<file path="src/inc/fpl_pkg.sv">
package fpl_pkg;
  // register indices on the plain port
  localparam logic [3:0] ADDR_PROP = 4'h0;
  localparam logic [3:0] ADDR_STAT = 4'h1;
  localparam logic [3:0] ADDR_RESP = 4'h2;
  localparam logic [3:0] ADDR_LATCH = 4'h3;
  // bit positions shared by enable, status, latch
  localparam int BIT_OV = 1;
  localparam int BIT_UV = 2;
  localparam int BIT_OC = 3;
  localparam int BIT_OT = 4;
  localparam int BIT_TR = 5;
  localparam int BIT_TW = 7;
  // response select bits
  localparam int RESP_UV_CRIT = 0;
  localparam int RESP_OT_CRIT = 1;
  localparam int RESP_OV_EMERG = 2;
  // reset values and writable-bit mask
  localparam logic [7:0] PROP_RST = 8'h3f;
  localparam logic [7:0] PROP_MASK = 8'h3f;
  localparam logic [7:0] RESP_RST = 8'h00;
  localparam logic [7:0] LATCH_RST = 8'h00;
  // hiccup interval
  localparam int RETRY_MS = 130;
  localparam int CLK_MHZ = 250;
  localparam int RETRY_CYC = RETRY_MS * CLK_MHZ * 1000;
  // line pattern length in sync periods
  localparam logic [2:0] ENC_LAST = 3'h4;
  // turn-off kinds
  typedef enum logic [1:0] {
    OFF_NONE, OFF_SEQ, OFF_CRIT, OFF_EMERG
  } fpl_off_t;
  // detector levels, same clock domain
  typedef struct packed {
    logic tempWarn;
    logic tracking;
    logic overTemp;
    logic overCurrent;
    logic underVolt;
    logic overVolt;
  } fpl_faults_t;
  // register port request
  typedef struct packed {
    logic [3:0] addr;
    logic [7:0] wdata;
    logic wr;
    logic rd;
  } fpl_reg_req_t;
endpackage

</file>
<file path="src/verilog/fpl_line_decoder.sv">
`timescale 1ns/1ps
`default_nettype none
// classifies a peer pattern on the fault line
module fpl_line_decoder
  import fpl_pkg::*;
(
  input wire logic clk,
  input wire logic sys_rst,
  input wire logic start,
  input wire logic syncRise,
  input wire logic lineLvl,
  output logic valid,
  output fpl_off_t kind
);
  logic [2:0] cnt_q; // samples taken plus one, 0 idle
  logic [3:0] smp_q; // line samples
  logic valid_q;
  fpl_off_t kind_q;
  // sample on sync rising edges, one pattern at a time
  always_ff @(posedge clk) begin
    if (sys_rst) begin
      cnt_q <= 3'h0;
      smp_q <= 4'h0;
    end else if (cnt_q == ENC_LAST + 3'h1) begin
      cnt_q <= 3'h0; // decision taken, idle again
    end else if (start && cnt_q == 3'h0) begin
      cnt_q <= 3'h1; // falls inside a pattern belong to it
      smp_q <= 4'h0;
    end else if (cnt_q != 3'h0 && syncRise) begin
      smp_q <= {lineLvl, smp_q[3:1]};
      cnt_q <= cnt_q + 3'h1;
    end
  end
  // decide after the fourth sample; the first one is the start step, always low
  always_ff @(posedge clk) begin
    if (sys_rst) begin
      valid_q <= 1'b0;
      kind_q <= OFF_NONE;
    end else begin
      valid_q <= 1'b0;
      if (cnt_q == ENC_LAST + 3'h1) begin
        valid_q <= 1'b1;
        if (!smp_q[1]) kind_q <= OFF_SEQ;
        else if (smp_q[3]) kind_q <= OFF_EMERG;
        else kind_q <= OFF_CRIT;
      end
    end
  end
  assign valid = valid_q;
  assign kind = kind_q;
endmodule
`default_nettype wire

</file>
<file path="config.mk">
export PLATFORM = sky130hd
export DESIGN_NAME = fpl_line_decoder
export DESIGN_NICKNAME = d
export VERILOG_FILES = /design/src/inc/fpl_pkg.sv /design/src/verilog/fpl_line_decoder.sv
export SDC_FILE = /design/constraint.sdc
export NUM_CORES = 1
export LEC_CHECK = 0
export BUFFER_PORTS_ARGS = -buffer_cell sky130_fd_sc_hd__clkbuf_2
export CAP_MARGIN = 5
export CORE_AREA = 2 2 39 41
export DETAILED_ROUTE_END_ITERATION = 10
export DIE_AREA = 0 0 41 43
export HOLD_SLACK_MARGIN = 0.05
export SYNTH_ARGS = -nofsm -noshare
export SYNTH_HDL_FRONTEND = slang
export SYNTH_SLANG_ARGS = --single-unit
</file>
<file path="constraint.sdc">
create_clock -name clk -period 1.7 [get_ports clk]
set_clock_uncertainty 0.15 [all_clocks]
set_input_delay 0 -clock clk [delete_from_list [all_inputs] [get_ports clk]]
set_output_delay 0 -clock clk [all_outputs]
set_load 0.03 [all_outputs]
</file>
==> impl_metrics.toml <==
[status]
status = "complete, no violations"

[layout]
area_occupied_by_multi_input_gates_um2 = 239
layout-drive-gt1-share = 0.246
finish.utilization = 0.400
num-nets-final = 66
area_growth_syn_to_layout_pct = 25.2
diodes_inserted = 0
n_fill_cell = 151
sequential_cell_area_um2 = 181

[clock_tree]
cts.sink_count = 9
tritoncts.num_buffers = 3
clk_pin_slew_worst_paths_ns = 0.06
post-cts-setup-buffers = 0
clk_latency_ns = 0.26
tritoncts = "yes"
cts_root_buf = "clkbuf_4"
cts_h_tree_depth = 1
ctsLongestPathBuffers = 2

[grt]
antenna_found_initial = 0
grt_usage = 0.115
grt_first_pass_wirelength_um = 1300
gr-total-overflow = 0
grt_max_degree = 11
via_count_of_the_first_global_routing_pass = 334

[synth]
synth-xor-area-share = 0
synth_area_per_cell_um2 = 10.3
share_of_cell_area_taken_by_muxes_after_synthesis = 0.0793
synth_seq_area_share = 0.408
synth.cell_area_um2 = 442
synth_warnings = 0
largest_family_of_logic_cells_by_synthesized_area = "simple AND/OR/NAND/NOR gates"
yosys_register_bits = 9
synth_fp_nets = 51
post_synth_fa_ha_maj_area_fraction = 0.0850
distinct_cell_type_count_after_synthesis = 20
post_synth_and_or_nand_nor_area_fraction = 0.198
synth_compound_area_frac = 0.178
synthCells = 43

[sta]
timing.final.max_slew_violations = 0
grt_setup_unrepaired = "false"
fmax_mhz = 627
finalHoldViolCount = 0
period_needed_ns = 1.60
post-route-period-util = 0.939
worst-slew-pin-transition_ns = 0.373
setup-violations-final = 0
setup_total_negative_slack_ns = 0
max_slew_margin_vs_limit = 0.751

[power_and_ir_drop]
static-leakage-power_nw = 0.254
pwr_density_cell_nw_per_um2 = 822
worst_ir_drop_vdd_mv = 0.486

[critical_path]
crit_type = "register to register"
rrSetupSlack_ns = 0.10
crit_path_launch_type = "register"
capture_instance_of_the_worst_register_to_register_path = "cnt_q[0]"
critical_path.startpoint = "cnt_q[1]"
cp_max_fo = 3
setup.worst_path.end_class = "register"
worst_ep_arrival_time_ns = 1.59
rr_startpoint = "cnt_q[1]"
rr_worst_depth = 5
worstPathRequired_ns = 1.70

[placement]
post-dp-hpwl_um = 540
io_buffers = 7
finalWeightedCongestion = 0.766

[floorplanning]
die_x_um = 41
start_util = 0.319
std_cell_rows = 14
dieArea_um2 = 1760
ios = 8
chipHeight_um = 43
area_inside_the_core_boundary_um2 = 1380

[flow_run]
timing.max_cap.violations = 0

[route]
routed_wire_length_per_instance_um = 10.2
drt.antenna.violating_nets = 0
drt_iter0_markers = 4
via_count = 346
wl_um = 743
drc = 0
vias_per_inst = 4.74
detail_route.first_pass.iterations = 4

[worst_hold_path]
timing.hold.worst.class = "register to register"
holdPathEnd = "kind[1]"
worst_hold_startpoint = "kind[1]"
min_path_cells = 2
## layout by cell type, fill, tap and decap left out, drive strengths merged
cell / synthesis / layout
a21o: 1 / 1
a21oi: 3 / 3
a22o: 3 / 3
clkbuf: 0 / 11
dfxtp: 9 / 9
dlygate4sd3: 0 / 4
ha: 3 / 3
inv: 3 / 3
mux2: 1 / 1
mux2i: 2 / 2
nand2: 5 / 5
nand3: 1 / 1
nand3b: 1 / 1
nor2: 3 / 3
nor2b: 1 / 1
nor3: 1 / 1
nor3b: 2 / 2
o211a: 1 / 1
o221a: 1 / 1
o2bb2ai: 1 / 1
## worst max-delay path by stage
stage / slack [ns] / depth (start not counted) / end
after floorplan: 0.17 / 5 / cnt_q[0]
after global placement: 0.11 / 5 / cnt_q[0]
after detailed placement: 0.08 / 5 / cnt_q[0]
after CTS: 0.07 / 5 / cnt_q[0]
after global routing: 0.02 / 5 / cnt_q[0]
final: 0.10 / 5 / cnt_q[0]
## logic make-up after synthesis
family | after synthesis
adder cells (fa/ha/maj) | 3
multiplexers | 3
flip-flops | 9
AND/OR/NAND/NOR | 14
buffers and inverters | 4
AO/OA/AOI/OAI | 10
## layer usage
layer	GRT usage	vias up	share of wire
li1	-	180	-
met1	0.129	150	0.49
met2	0.159	13	0.42
met3	0.0942	3	0.087
met4	0.0400	0	0.0067
met5	0	-	0
## per-stage QoR
step                      hold WS, ns  setup slack, ns  total power (W)  area (µm²)  std cells
after global placement         0.0678            0.114         0.000289         485         65
after floorplan               -0.0809            0.171         0.000273         442         43
after CTS                       0.310           0.0729         0.000463         552         73
final                           0.306            0.104         0.000455         553         73
after detailed placement       0.0683           0.0814         0.000289         485         65
after global routing            0.341           0.0210         0.000486         553         73
## critical path, stage by stage, from the launching register on
cell     delay [ns]
dfxtp_1        0.32
inv_1          0.07
ha_1           0.21
nor2b_4        0.21
mux2_4         0.32
o211a_1        0.20
## final cells by class
| type | instances | share of cell area |
|---|---|---|
| clock buffers | 4 | 0.0475 |
| inverters | 3 | 0.0204 |
| multi-input cells | 30 | 0.432 |
| flip-flops and latches | 9 | 0.328 |
| well taps | 16 | 0.0362 |
| repair buffers | 11 | 0.136 |
## flip-flops by register name (all words and copies together) (netlist names)
signal and flops:
kind 2, valid 1, smp_q 3, cnt_q 3
## synthesized netlist by cell type
| cell | n | area, µm² |
|---|---|---|
| o2bb2ai_1 | 1 | 8.76 |
| nor3b_4 | 1 | 18.8 |
| inv_1 | 3 | 11.3 |
| nor3_1 | 1 | 5.00 |
| ha_1 | 3 | 37.5 |
| o211a_1 | 1 | 10.0 |
| nand3b_1 | 1 | 7.51 |
| nor3b_1 | 1 | 7.51 |
| nand2_1 | 5 | 18.8 |
| nand3_1 | 1 | 5.00 |
| o221a_1 | 1 | 11.3 |
| a21oi_1 | 3 | 15.0 |
| dfxtp_1 | 9 | 180 |
| mux2_4 | 1 | 15.0 |
| buf_6 | 1 | 11.3 |
| a21o_1 | 1 | 7.51 |
| mux2i_1 | 2 | 20.0 |
| a22o_1 | 3 | 26.3 |
| nor2b_4 | 1 | 13.8 |
| nor2_1 | 3 | 11.3 |
## repair_timing
item | in CTS | in global routing
hold buffers | 4 | 0
hold endpoints to repair | 7 | 0
endpoints found under the setup margin | 0 | 2
gates resized for setup | 0 | 1
## power by group
group	switching (W)	leakage, nW	internal, W
Sequential	0.00000553	0.0731	0.000217
Combinational	0.0000315	0.165	0.0000378
Clock	0.0000726	0.0150	0.0000903
Note: power is estimated with default switching activity, not from simulation.
